$ cat src/rtl/cpcmd_pkg.sv
// cpcmd_pkg: field layout, codes, reset values and cycle counts of the
// command word register shared by the device end, its decoder and the host end.
// assumes one 250 MHz system clock; every count here is in those clocks.
package cpcmd_pkg;
    // command word layout
    localparam int          CW          = 16;
    localparam int          OPW         = 4;
    localparam int          CHW         = 4;
    localparam int          B_SRST      = 15;
    localparam int          B_OP_LO     = 8;
    localparam int          B_CH_LO     = 4;
    localparam int          B_FLAG      = 0;
    localparam logic [15:0] CMD_RST_VAL = 16'h0000;
    localparam logic [15:0] CMD_WR_MASK = 16'h8ff1; // reserved bits read as zero
    localparam logic [15:0] CMD_FLAG_M  = 16'h0001;

    // operation codes
    localparam logic [3:0] OP_INIT_ALL = 4'h0;
    localparam logic [3:0] OP_INIT_RX  = 4'h1;
    localparam logic [3:0] OP_INIT_TX  = 4'h2;
    localparam logic [3:0] OP_HUNT     = 4'h3;
    localparam logic [3:0] OP_STOP     = 4'h4;
    localparam logic [3:0] OP_GSTOP    = 4'h5;
    localparam logic [3:0] OP_RESTART  = 4'h6;
    localparam logic [3:0] OP_CLOSE_RX = 4'h7;
    localparam logic [3:0] OP_SET      = 4'h8;
    localparam logic [3:0] OP_GCI_TMO  = 4'h9;
    localparam logic [3:0] OP_ABT_BCS  = 4'ha;
    localparam logic [1:0] OP_UCODE_HI = 2'h3;  // codes 1100..1111

    // channel codes
    localparam logic [3:0] CH_SPI_TMR  = 4'h5;
    localparam logic [3:0] CH_MC1_DMA1 = 4'h9;
    localparam logic [3:0] CH_MC2_DMA2 = 4'hd;
    localparam logic [1:0] CH_SCC_LO   = 2'h0;  // serial channels: {index, 00}

    // one-hot target positions
    localparam int NTGT   = 10;
    localparam int T_SCC0 = 0;   // serial channels 1..4 at 0..3
    localparam int T_SPI  = 4;
    localparam int T_TMR  = 5;
    localparam int T_MC1  = 6;
    localparam int T_MC2  = 7;
    localparam int T_DMA1 = 8;
    localparam int T_DMA2 = 9;

    // one-hot action positions
    localparam int NACT      = 14;
    localparam int A_INIT_RX = 0;
    localparam int A_INIT_TX = 1;
    localparam int A_HUNT    = 2;
    localparam int A_STOP    = 3;
    localparam int A_GSTOP   = 4;
    localparam int A_RESTART = 5;
    localparam int A_CLOSE   = 6;
    localparam int A_GROUP   = 7;
    localparam int A_TIMER   = 8;
    localparam int A_DMA_INI = 9;
    localparam int A_GCI_TMO = 10;
    localparam int A_GCI_ABT = 11;
    localparam int A_BCS     = 12;
    localparam int A_UCODE   = 13;

    // timing, in system clocks
    localparam int SRST_CLR_CYC  = 2;
    localparam int RST_ROUT_CYC  = 60;
    localparam int EXEC_TYP_CYC  = 40;
    localparam int EXEC_MAX_CYC  = 120;
    localparam int EXEC_CNT_W    = 7;
    localparam int ROUT_CNT_W    = 6;

    typedef enum logic {CPCMD_D_IDLE, CPCMD_D_RUN} cpcmd_dev_st_t;
    typedef enum logic {CPCMD_H_IDLE, CPCMD_H_WAIT} cpcmd_hst_st_t;
endpackage : cpcmd_pkg
$ cat src/rtl/cpcmd_if.sv
// cpcmd_if: the host's view of the command word register.
// assumes both ends run on the same system clock; the read value is live.
`timescale 1ns/1ps
`default_nettype none
interface cpcmd_if;
    import cpcmd_pkg::*;
    logic          cmd_wr;     // one-cycle write strobe
    logic [CW-1:0] cmd_wdata;  // word written with the strobe
    logic [CW-1:0] cmd_rdata;  // current register contents

    modport dev (input cmd_wr, input cmd_wdata, output cmd_rdata);
    modport hst (output cmd_wr, output cmd_wdata, input cmd_rdata);
endinterface : cpcmd_if
`default_nettype wire

$ cat src/rtl/cpcmd_decode.sv
// cpcmd_decode: combinational routing of an opcode and channel code to one
// target and one action, both init actions for code 0; assumes mode inputs are stable while a command runs.
`timescale 1ns/1ps
`default_nettype none
module cpcmd_decode
    import cpcmd_pkg::*;
(
    input  wire logic [OPW-1:0]  op,
    input  wire logic [CHW-1:0]  ch,
    input  wire logic [1:0]      gci_mode,
    input  wire logic [3:0]      bisync_mode,
    output logic      [NTGT-1:0] tgt,
    output logic      [NACT-1:0] act
);
    logic [3:0] scc_hit;
    logic       ch_spi;
    logic       ch_m1;
    logic       ch_m2;
    logic       scc;
    logic       mcu;
    logic       gci;
    logic       spi;
    logic       dma;

    // serial channels sit at channel codes {index, 00}
    genvar gi;
    generate
        for (gi = 0; gi < 4; gi++)
        begin : g_scc
            assign scc_hit[gi] = (ch == {2'(gi), CH_SCC_LO});
        end
    endgenerate

    // shared codes split by opcode since their command sets never overlap
    assign ch_spi = (ch == CH_SPI_TMR);
    assign ch_m1  = (ch == CH_MC1_DMA1);
    assign ch_m2  = (ch == CH_MC2_DMA2);
    assign tgt[3:0]   = scc_hit;
    assign tgt[T_TMR] = ch_spi & (op == OP_SET);
    assign tgt[T_SPI] = ch_spi & (op != OP_SET);
    assign tgt[T_DMA1] = ch_m1 & (op == OP_GSTOP);
    assign tgt[T_MC1]  = ch_m1 & (op != OP_GSTOP);
    assign tgt[T_DMA2] = ch_m2 & (op == OP_GSTOP);
    assign tgt[T_MC2]  = ch_m2 & (op != OP_GSTOP);

    // target classes, management channels split by their GCI mode
    assign scc = |scc_hit;
    assign gci = (tgt[T_MC1] & gci_mode[0]) | (tgt[T_MC2] & gci_mode[1]);
    assign mcu = (tgt[T_MC1] | tgt[T_MC2]) & ~gci;
    assign spi = tgt[T_SPI];
    assign dma = tgt[T_DMA1] | tgt[T_DMA2];

    // action table; holes in it decode to no action
    assign act[A_INIT_RX] = ((op == OP_INIT_ALL) & (scc | mcu | gci | spi))
                          | ((op == OP_INIT_RX) & (scc | mcu | spi));
    assign act[A_INIT_TX] = ((op == OP_INIT_ALL) & (scc | mcu | gci | spi))
                          | ((op == OP_INIT_TX) & (scc | mcu | spi));
    assign act[A_HUNT]    = (op == OP_HUNT) & (scc | mcu);
    assign act[A_STOP]    = (op == OP_STOP) & (scc | mcu);
    assign act[A_GSTOP]   = (op == OP_GSTOP) & scc;
    assign act[A_DMA_INI] = (op == OP_GSTOP) & dma;
    assign act[A_RESTART] = (op == OP_RESTART) & (scc | mcu);
    assign act[A_CLOSE]   = (op == OP_CLOSE_RX) & (scc | mcu | spi);
    assign act[A_GROUP]   = (op == OP_SET) & scc;
    assign act[A_TIMER]   = tgt[T_TMR];
    assign act[A_GCI_TMO] = (op == OP_GCI_TMO) & gci;
    assign act[A_GCI_ABT] = (op == OP_ABT_BCS) & gci;
    assign act[A_BCS]     = (op == OP_ABT_BCS) & |(scc_hit & bisync_mode);
    assign act[A_UCODE]   = (op[3:2] == OP_UCODE_HI) & |tgt;
endmodule : cpcmd_decode
`default_nettype wire

$ cat src/rtl/cpcmd_device.sv
// cpcmd_device: the communication processor's command word register and the
// sequencer that dispatches each command to its sub-block and then releases
// the pending flag. assumes the host writes through cpcmd_if on CLK_SYS and
// that the sub-blocks act on a one-cycle dispatch strobe.
`timescale 1ns/1ps
`default_nettype none
// Contract
// host sets pending; device clears when done
// host writes nothing new while pending
// soft reset accepted regardless of pending
// soft reset clears word within two clocks
// host may write during reset routine
// soft reset spares serial interface, parallel I/O
// sixteen-bit read-write word, zero after reset
// codes 0..2 restore both, receive, transmit
// code 3 restarts frame search
// code 4 aborts transmit until restart
// code 5 halts after current frame
// code 5 on DMA initializes it
// code 6 resumes from current descriptor
// code 7 closes receive descriptor early
// code 8 sets group hash bit
// code 8 on timers sets one timer
// GCI codes 9, 10: timeout, abort
// code 10 resets BISYNC check sequence
// codes 12..15 reserved for microcode
// channel field selects shared target
// only pending flag clears at completion
// fixed positions of word fields
// fixed channel code assignments
// done within 120 clocks, typically 40
module cpcmd_device
    import cpcmd_pkg::*;
#(
    parameter int EXEC_CYC = EXEC_TYP_CYC  // dispatch-to-release time, <= 120
)
(
    input  wire logic            CLK_SYS,
    input  wire logic            RST,
    cpcmd_if.dev                 BUS,
    input  wire logic [1:0]      GCI_MODE,     // management channel in GCI mode
    input  wire logic [3:0]      BISYNC_MODE,  // serial channel in BISYNC mode
    output logic                 CMD_STB,      // one-cycle dispatch strobe
    output logic      [NTGT-1:0] CMD_TGT,      // one-hot target, held
    output logic      [NACT-1:0] CMD_ACT,      // action bits, held; code 0 sets two
    output logic      [CW-1:0]   CMD_WORD,     // word that was dispatched
    output logic                 SOFT_RST,     // channel/processor/timer reset
    output logic                 ROUT_BUSY,    // internal reset routine running
    output logic      [NTGT-1:0] TX_HALTED,    // transmit held by a stop
    output logic                 CMD_BUSY      // pending flag as stored
);
    localparam logic [EXEC_CNT_W-1:0] EXEC_LOAD = EXEC_CNT_W'(EXEC_CYC - 1);
    localparam logic [ROUT_CNT_W-1:0] ROUT_LOAD = ROUT_CNT_W'(RST_ROUT_CYC - 1);

    cpcmd_dev_st_t         st_r;
    cpcmd_dev_st_t         st_nxt;
    logic [CW-1:0]         word_r;
    logic [CW-1:0]         word_nxt;
    logic [EXEC_CNT_W-1:0] cnt_r;
    logic [EXEC_CNT_W-1:0] cnt_nxt;
    logic [ROUT_CNT_W-1:0] rcnt_r;
    logic [ROUT_CNT_W-1:0] rcnt_nxt;
    logic                  rbusy_r;
    logic                  rbusy_nxt;
    logic [NTGT-1:0]       halt_r;
    logic [NTGT-1:0]       halt_nxt;
    logic                  stb_r;
    logic [NTGT-1:0]       tgt_r;
    logic [NACT-1:0]       act_r;
    logic [CW-1:0]         dword_r;
    logic                  srst_r;
    logic [NTGT-1:0]       dec_tgt;
    logic [NACT-1:0]       dec_act;
    logic                  wr_srst;
    logic                  wr_ok;
    logic                  srst_exec;
    logic                  start;
    logic                  finish;
    logic                  stop_any;

    // write acceptance: a write over a pending command is dropped unless it
    // is a soft reset, so a misbehaving host cannot corrupt the one in flight
    assign wr_srst = BUS.cmd_wr & BUS.cmd_wdata[B_SRST];
    assign wr_ok   = BUS.cmd_wr & (~word_r[B_FLAG] | wr_srst);

    // a stored soft reset executes in the cycle after it lands
    assign srst_exec = word_r[B_SRST];
    assign start     = (st_r == CPCMD_D_IDLE) & word_r[B_FLAG] & ~srst_exec
                     & ~rbusy_r;
    assign finish    = (st_r == CPCMD_D_RUN) & (cnt_r == '0);
    assign stop_any  = dec_act[A_STOP] | dec_act[A_GSTOP];

    // field extraction at the fixed positions
    cpcmd_decode u_decode (
        .op          (word_r[B_OP_LO +: OPW]),
        .ch          (word_r[B_CH_LO +: CHW]),
        .gci_mode    (GCI_MODE),
        .bisync_mode (BISYNC_MODE),
        .tgt         (dec_tgt),
        .act         (dec_act)
    );

    // next register word; a host write outranks the hardware clear so a
    // soft reset landing on the completion cycle is never lost
    always_comb
    begin
        word_nxt = word_r;
        if (wr_ok)
        begin
            word_nxt = BUS.cmd_wdata & CMD_WR_MASK;
        end
        else if (srst_exec)
        begin
            word_nxt = CMD_RST_VAL;
        end
        else if (finish)
        begin
            word_nxt = word_r & ~CMD_FLAG_M;
        end
    end

    // sequencer: idle until a flagged word is stored, then count out the
    // execution time; a soft reset abandons any command in flight
    always_comb
    begin
        st_nxt  = st_r;
        cnt_nxt = cnt_r;
        if (srst_exec)
        begin
            st_nxt  = CPCMD_D_IDLE;
            cnt_nxt = '0;
        end
        else if (start)
        begin
            st_nxt  = CPCMD_D_RUN;
            cnt_nxt = EXEC_LOAD;
        end
        else if (st_r == CPCMD_D_RUN)
        begin
            if (finish)
            begin
                st_nxt = CPCMD_D_IDLE;
            end
            else
            begin
                cnt_nxt = cnt_r - 1'b1;
            end
        end
    end

    // reset routine: commands wait it out, but the register stays writable
    // so the host can program parameters straight away
    always_comb
    begin
        rcnt_nxt  = rcnt_r;
        rbusy_nxt = rbusy_r;
        if (srst_exec)
        begin
            rcnt_nxt  = ROUT_LOAD;
            rbusy_nxt = 1'b1;
        end
        else if (rbusy_r)
        begin
            rbusy_nxt = (rcnt_r != '0);
            rcnt_nxt  = (rcnt_r != '0) ? rcnt_r - 1'b1 : rcnt_r;
        end
    end

    // transmit halt tracking: a stop holds the target until a restart or a soft reset;
    // resumption after a graceful halt still needs a ready descriptor
    always_comb
    begin
        halt_nxt = halt_r;
        if (srst_exec)
        begin
            halt_nxt = '0;
        end
        else if (start & stop_any)
        begin
            halt_nxt = halt_r | dec_tgt;
        end
        else if (start & dec_act[A_RESTART])
        begin
            halt_nxt = halt_r & ~dec_tgt;
        end
    end

    // state registers
    always_ff @(posedge CLK_SYS)
    begin
        if (RST)
        begin
            st_r    <= CPCMD_D_IDLE;
            word_r  <= CMD_RST_VAL;
            cnt_r   <= '0;
            rcnt_r  <= '0;
            rbusy_r <= 1'b0;
            halt_r  <= '0;
        end
        else
        begin
            st_r    <= st_nxt;
            word_r  <= word_nxt;
            cnt_r   <= cnt_nxt;
            rcnt_r  <= rcnt_nxt;
            rbusy_r <= rbusy_nxt;
            halt_r  <= halt_nxt;
        end
    end

    // dispatch registers; target and action hold until the next dispatch
    always_ff @(posedge CLK_SYS)
    begin
        if (RST)
        begin
            stb_r   <= 1'b0;
            tgt_r   <= '0;
            act_r   <= '0;
            dword_r <= CMD_RST_VAL;
            srst_r  <= 1'b0;
        end
        else
        begin
            stb_r  <= start;
            srst_r <= srst_exec;
            if (start)
            begin
                tgt_r   <= dec_tgt;
                act_r   <= dec_act;
                dword_r <= word_r;
            end
        end
    end

    // every output is a flop; the read path shows the live word
    assign BUS.cmd_rdata = word_r;
    assign CMD_STB       = stb_r;
    assign CMD_TGT       = tgt_r;
    assign CMD_ACT       = act_r;
    assign CMD_WORD      = dword_r;
    assign SOFT_RST      = srst_r;
    assign ROUT_BUSY     = rbusy_r;
    assign TX_HALTED     = halt_r;
    assign CMD_BUSY      = word_r[B_FLAG];
endmodule : cpcmd_device
`default_nettype wire

$ cat src/flat_wrapper.sv
// flat-port wrapper written by rule: the top's interface ports become plain ports
module cpcmd_device_flat import cpcmd_pkg::*;
#(
    parameter int EXEC_CYC = EXEC_TYP_CYC                                     
)
  (CLK_SYS, RST, GCI_MODE, BISYNC_MODE, CMD_STB, CMD_TGT, CMD_ACT, CMD_WORD, SOFT_RST, ROUT_BUSY, TX_HALTED, CMD_BUSY, BUS_cmd_wr, BUS_cmd_wdata, BUS_cmd_rdata);
  cpcmd_if BUS_i ();
  input  wire logic CLK_SYS;
  input  wire logic RST;
  input  wire logic [1:0] GCI_MODE;
  input  wire logic [3:0] BISYNC_MODE;
  output logic CMD_STB;
  output logic      [NTGT-1:0] CMD_TGT;
  output logic      [NACT-1:0] CMD_ACT;
  output logic      [CW-1:0] CMD_WORD;
  output logic SOFT_RST;
  output logic ROUT_BUSY;
  output logic      [NTGT-1:0] TX_HALTED;
  output logic CMD_BUSY;
  input wire logic [$bits(BUS_i.cmd_wr)-1:0] BUS_cmd_wr;
  input wire logic [$bits(BUS_i.cmd_wdata)-1:0] BUS_cmd_wdata;
  output wire logic [$bits(BUS_i.cmd_rdata)-1:0] BUS_cmd_rdata;
  assign BUS_i.cmd_wr = BUS_cmd_wr;
  assign BUS_i.cmd_wdata = BUS_cmd_wdata;
  assign BUS_cmd_rdata = BUS_i.cmd_rdata;
  cpcmd_device #(.EXEC_CYC(EXEC_CYC)) u_core (.CLK_SYS(CLK_SYS), .RST(RST), .BUS(BUS_i), .GCI_MODE(GCI_MODE), .BISYNC_MODE(BISYNC_MODE), .CMD_STB(CMD_STB), .CMD_TGT(CMD_TGT), .CMD_ACT(CMD_ACT), .CMD_WORD(CMD_WORD), .SOFT_RST(SOFT_RST), .ROUT_BUSY(ROUT_BUSY), .TX_HALTED(TX_HALTED), .CMD_BUSY(CMD_BUSY));
endmodule
$ cat config.mk
export PLATFORM = sky130hd
export DESIGN_NAME = cpcmd_device_flat
export DESIGN_NICKNAME = d
export VERILOG_FILES = /design/src/rtl/cpcmd_pkg.sv /design/src/rtl/cpcmd_if.sv /design/src/rtl/cpcmd_decode.sv /design/src/rtl/cpcmd_device.sv /design/src/flat_wrapper.sv
export SDC_FILE = /design/constraint.sdc
export NUM_CORES = 1
export LEC_CHECK = 0
export BUFFER_PORTS_ARGS = -buffer_cell sky130_fd_sc_hd__buf_2
export CORE_UTILIZATION = 50
export DETAILED_ROUTE_END_ITERATION = 7
export GPL_TIMING_DRIVEN = 0
export PLACE_DENSITY = 0.9
export SYNTH_ARGS = -nofsm -noshare
export SYNTH_HDL_FRONTEND = slang
export SYNTH_SLANG_ARGS = --single-unit
$ cat constraint.sdc
create_clock -name CLK_SYS -period 2.3 [get_ports CLK_SYS]
set_input_delay 0.115 -clock CLK_SYS [delete_from_list [all_inputs] [get_ports CLK_SYS]]
set_output_delay 0.115 -clock CLK_SYS [all_outputs]
set_load 0.02 [all_outputs]
==> metrics.md <==
| Metric | Value |
|---|---|
| Max-cap check violation count | 0 |
| Worst hold slack after final layout | 0.007322 ns |
| Ys async rst share | 0% |
| RR Endpoint | u_core.CMD_ACT[1] |
| Row count | 27 |
| Total via count after detailed routing | 2,964 |
| Flip-flop and latch count after synthesis | 70 |
| Area of the placeable core | 0.005642 sq mm |
| Data arrival time at the worst-slack endpoint | 2.35 ns |
| Global placer's final weighted congestion | 0.8913 |
| Slew @ Worst Pin | 0.7919 ns |
| Standard cell with the maximum stage delay on the critical path | sky130_fd_sc_hd__clkbuf_1 |
| Slew Viols, Final | 0 |
| Antenna violations before repair | 0 |
| Count of unresolved DRC violations after routing | 0 |
| Required time worst endpoint | 2.55 ns |
| Total die area | 0.006327 sq mm |
| Worst reg2reg setup slack | 0.21 ns |
| Gr ovfl total | 0 |
| Chip height | 79.55 um |
| # IOs | 95 |
| Number of hold violations in the final report | 0 |
| Clock skew after layout | 0.008359 ns |
| Beginning of the worst hold path | BUS_cmd_wdata[10] |
| Syn Inst Count | 356 |
| Warning count from the yosys run | 0 |
| Highest fanout seen on the critical path | 7 |
| All-Layer GR Usage | 25.79% |
| TritonCTS clock tree | done |
| Cell area after synthesis | 0.003007 sq mm |
| Later-pin clock latency in the skew report | 0.35 ns |
| Kind of start point of the critical path | flop |
| Hold EP | u_core.BUS.cmd_rdata[10] |
| Number of optimization iterations in the first detailed-route pass | 5 |
| Clock input transition at the sequential cells of the worst setup and hold paths | 0.07 ns |
| 1st-iter DRT viols | 327 |
| Count of flip-flops with a built-in enable after synthesis | 0 |
| Detailed-route wire length | 7639 um |
| Post-route setup TNS | 0 ns |
| Vias in the first global route | 2,641 |
| H-tree level count | 3 |
| I/O Buffers | 75 |
| Pin count of the biggest net entering global routing | 12 |
| Cells along the critical path | clkbuf_1 -> mux2_2 -> o31ai_1 -> nor2_1 -> o31ai_1 |
| RSZ-0062 raised after global routing | false |
| Depth of the worst register-to-register path | 5 |
| Number of buffers inserted during clock tree synthesis | 9 |
| Effective utilization at floorplan | 53.29% |
| Count of nets after finishing | 484 |
| Die outline width | 79.55 um |
| Status | finished clean |
| Average cell area after synthesis | 8.446 sq um |
| Final worst-path cycle share | 90.99% |
| Number of clock sinks | 70 |
| P_leak | 0.001602 uW |
| Peak supply drop | 0.3921 mV |
| Average detailed-routed wire length per instance | 14.36 um |
| Worst min-delay path category | in2reg |
| Number of diodes added for antenna fixing | 0 |
| Setup violation total in the final timing report | 0 |
| FMAX | 477.8 MHz |
| Sequential share of the synthesized area | 46.61% |
| Clock root buffer | sky130_fd_sc_hd__clkbuf_8 |
| Number of cells on the worst hold path | 3 |
| Post-CTS Setup Repair Bufs | 0 |
| Main flop type after synthesis | sky130_fd_sc_hd__dfxtp_1 |
| Global-route wire length before repair | 12,460 um |
| DRT antenna net count | 0 |
| Placed wire-length estimate | 5536 um |
| Via density | 5.571 |
| Peak per-stage delay on the critical path | 0.44 ns |
| Power per cell area | 679.8 mW/mm^2 |
| Final worst path period need | 2.093 ns |
| Worst rel slew slack | 46.45% |
| Worst Setup End Kind | flop |
| Crit Path Category | reg2reg |
| Area Growth Syn to Fin | 24.14% |
| Number of distinct standard cells referenced by the synthesized netlist | 49 |
| Cell seen most often among critical-path stages | sky130_fd_sc_hd__o31ai_1 |
| Total power after layout | 2537 uW |
| Worst flop-to-flop path startpoint | u_core.BUS.cmd_rdata[6] |
| Clock Path Buffers | 2 |
| Share of post-route cells with drive strength above 1 | 25.65% |
-- final cells by class --
class,instances,area (sq um)
buffer,37,205.2
clock buffer,13,168.9
clock inverter,3,17.52
fill,492,1909
inverter,10,37.54
multi-input combinational,250,1416
sequential,70,1401
tap,72,90.09
timing repair buffer,77,395.4
-- synth_stat cells (4+ instances only) --
| cell type | count | share of area (%) |
|---|---|---|
| sky130_fd_sc_hd__o21ai_0 | 6 | 1.0 |
| sky130_fd_sc_hd__a31oi_1 | 4 | 0.83 |
| sky130_fd_sc_hd__nand3_1 | 19 | 3.2 |
| sky130_fd_sc_hd__ha_1 | 4 | 1.7 |
| sky130_fd_sc_hd__nand4_1 | 5 | 1.0 |
| sky130_fd_sc_hd__a21oi_1 | 38 | 6.3 |
| sky130_fd_sc_hd__dfxtp_1 | 70 | 47 |
| sky130_fd_sc_hd__nor2_1 | 29 | 3.6 |
| sky130_fd_sc_hd__nor3_1 | 5 | 0.83 |
| sky130_fd_sc_hd__and2_1 | 6 | 1.2 |
| sky130_fd_sc_hd__buf_4 | 15 | 3.7 |
| sky130_fd_sc_hd__a211oi_1 | 4 | 1.0 |
| sky130_fd_sc_hd__clkbuf_1 | 16 | 2.0 |
| sky130_fd_sc_hd__nor4b_1 | 6 | 1.7 |
| sky130_fd_sc_hd__o31ai_1 | 4 | 1.0 |
| sky130_fd_sc_hd__a32o_1 | 6 | 2.0 |
| sky130_fd_sc_hd__nand2_1 | 60 | 7.5 |
| sky130_fd_sc_hd__inv_1 | 10 | 1.2 |
-- cell usage in the layout (no fill, tap or decap), drive strengths merged, types with 3 or more instances in the layout --
cell | synthesis | final
a21oi | 38 | 38
ha | 4 | 4
o31ai | 4 | 4
clkbuf | 16 | 29
nand4 | 5 | 5
nand3 | 19 | 19
nand2 | 60 | 60
dfxtp | 70 | 70
nand3b | 3 | 3
o21ai | 7 | 7
nor3 | 6 | 6
a211oi | 4 | 4
nor2b | 3 | 3
and2 | 6 | 6
a32o | 6 | 6
inv | 10 | 10
nor4 | 4 | 4
nor2 | 29 | 29
conb | 1 | 12
xnor2 | 3 | 3
buf | 21 | 96
nor4b | 6 | 6
a32oi | 3 | 3
a31oi | 4 | 4
-- power breakdown --
part / total (uW) / internal (uW) / leakage [uW] / switching, uW
Clock: 917 / 476 / 0.0000954 / 441
Sequential: 1280 / 1250 / 0.000568 / 33.5
Combinational: 340 / 121 / 0.000939 / 218
-- worst max path at each step --
stage	start	endpoint	slack, ns	cells past startpoint
6_report	u_core.BUS.cmd_rdata[6]	u_core.CMD_ACT[1]	0.21	5
5_1_grt	u_core.BUS.cmd_rdata[6]	u_core.CMD_ACT[1]	0.10	5
4_1_cts	u_core.BUS.cmd_rdata[10]	u_core.CMD_ACT[6]	0.11	5
3_5_place_dp	u_core.BUS.cmd_rdata[10]	u_core.CMD_ACT[6]	0.11	5
3_3_place_gp	u_core.BUS.cmd_rdata[15]	u_core.CMD_TGT[7]	0.15	4
2_1_floorplan	u_core.BUS.cmd_rdata[10]	u_core.CMD_ACT[6]	0.34	5
-- cells by family after synthesis --
kind of cell	count (synthesis)	share of synthesized area, %
compound gates	72	14.86
mux	4	1.789
simple gates	155	26.01
flops	70	46.61
xor+xnor	3	0.8741
fa+ha+maj	4	1.665
buf+inv	47	8.073
other cells	1	0.1247
-- layer usage --
layer / GRT usage, % / vias up / part of all wire [%]
li1: - / 1415 / -
met1: 32.38 / 1369 / 42
met2: 40.94 / 163 / 47
met3: 7.200 / 17 / 9.1
met4: 11.45 / 0 / 2.5
met5: 0 / - / 0
-- repair_timing --
item | in CTS | in global routing
hold buffers | 2 | 0
resized for setup | 0 | 2
endpoints found under the hold margin | 1 | 0
endpoints found under the setup margin | 0 | 11
-- through the flow --
| step | cell area (sq um) | cells | worst slack, ns | utilization [%] |
|---|---|---|---|---|
| 3_5_place_dp | 3513 | 514 | 0.1130 | 62.28 |
| 5_1_grt | 3732 | 532 | 0.1034 | 66.16 |
| 2_1_floorplan | 3048 | 367 | 0.3362 | - |
| 4_1_cts | 3720 | 532 | 0.1092 | 65.93 |
| 3_3_place_gp | 3513 | 514 | 0.1463 | 62.28 |
| 6_report | 3732 | 532 | 0.2071 | 66.16 |
-- critical path: cells and delay by family, from the launching register on --
kind	cells	cell delay (ns)
and+or+nand+nor	1	0.14
AOI/OAI and AO/OA	2	0.62
buffers and inverters	1	0.44
DFF	1	0.35
muxes	1	0.44
Power figures use the tool's default switching activity.
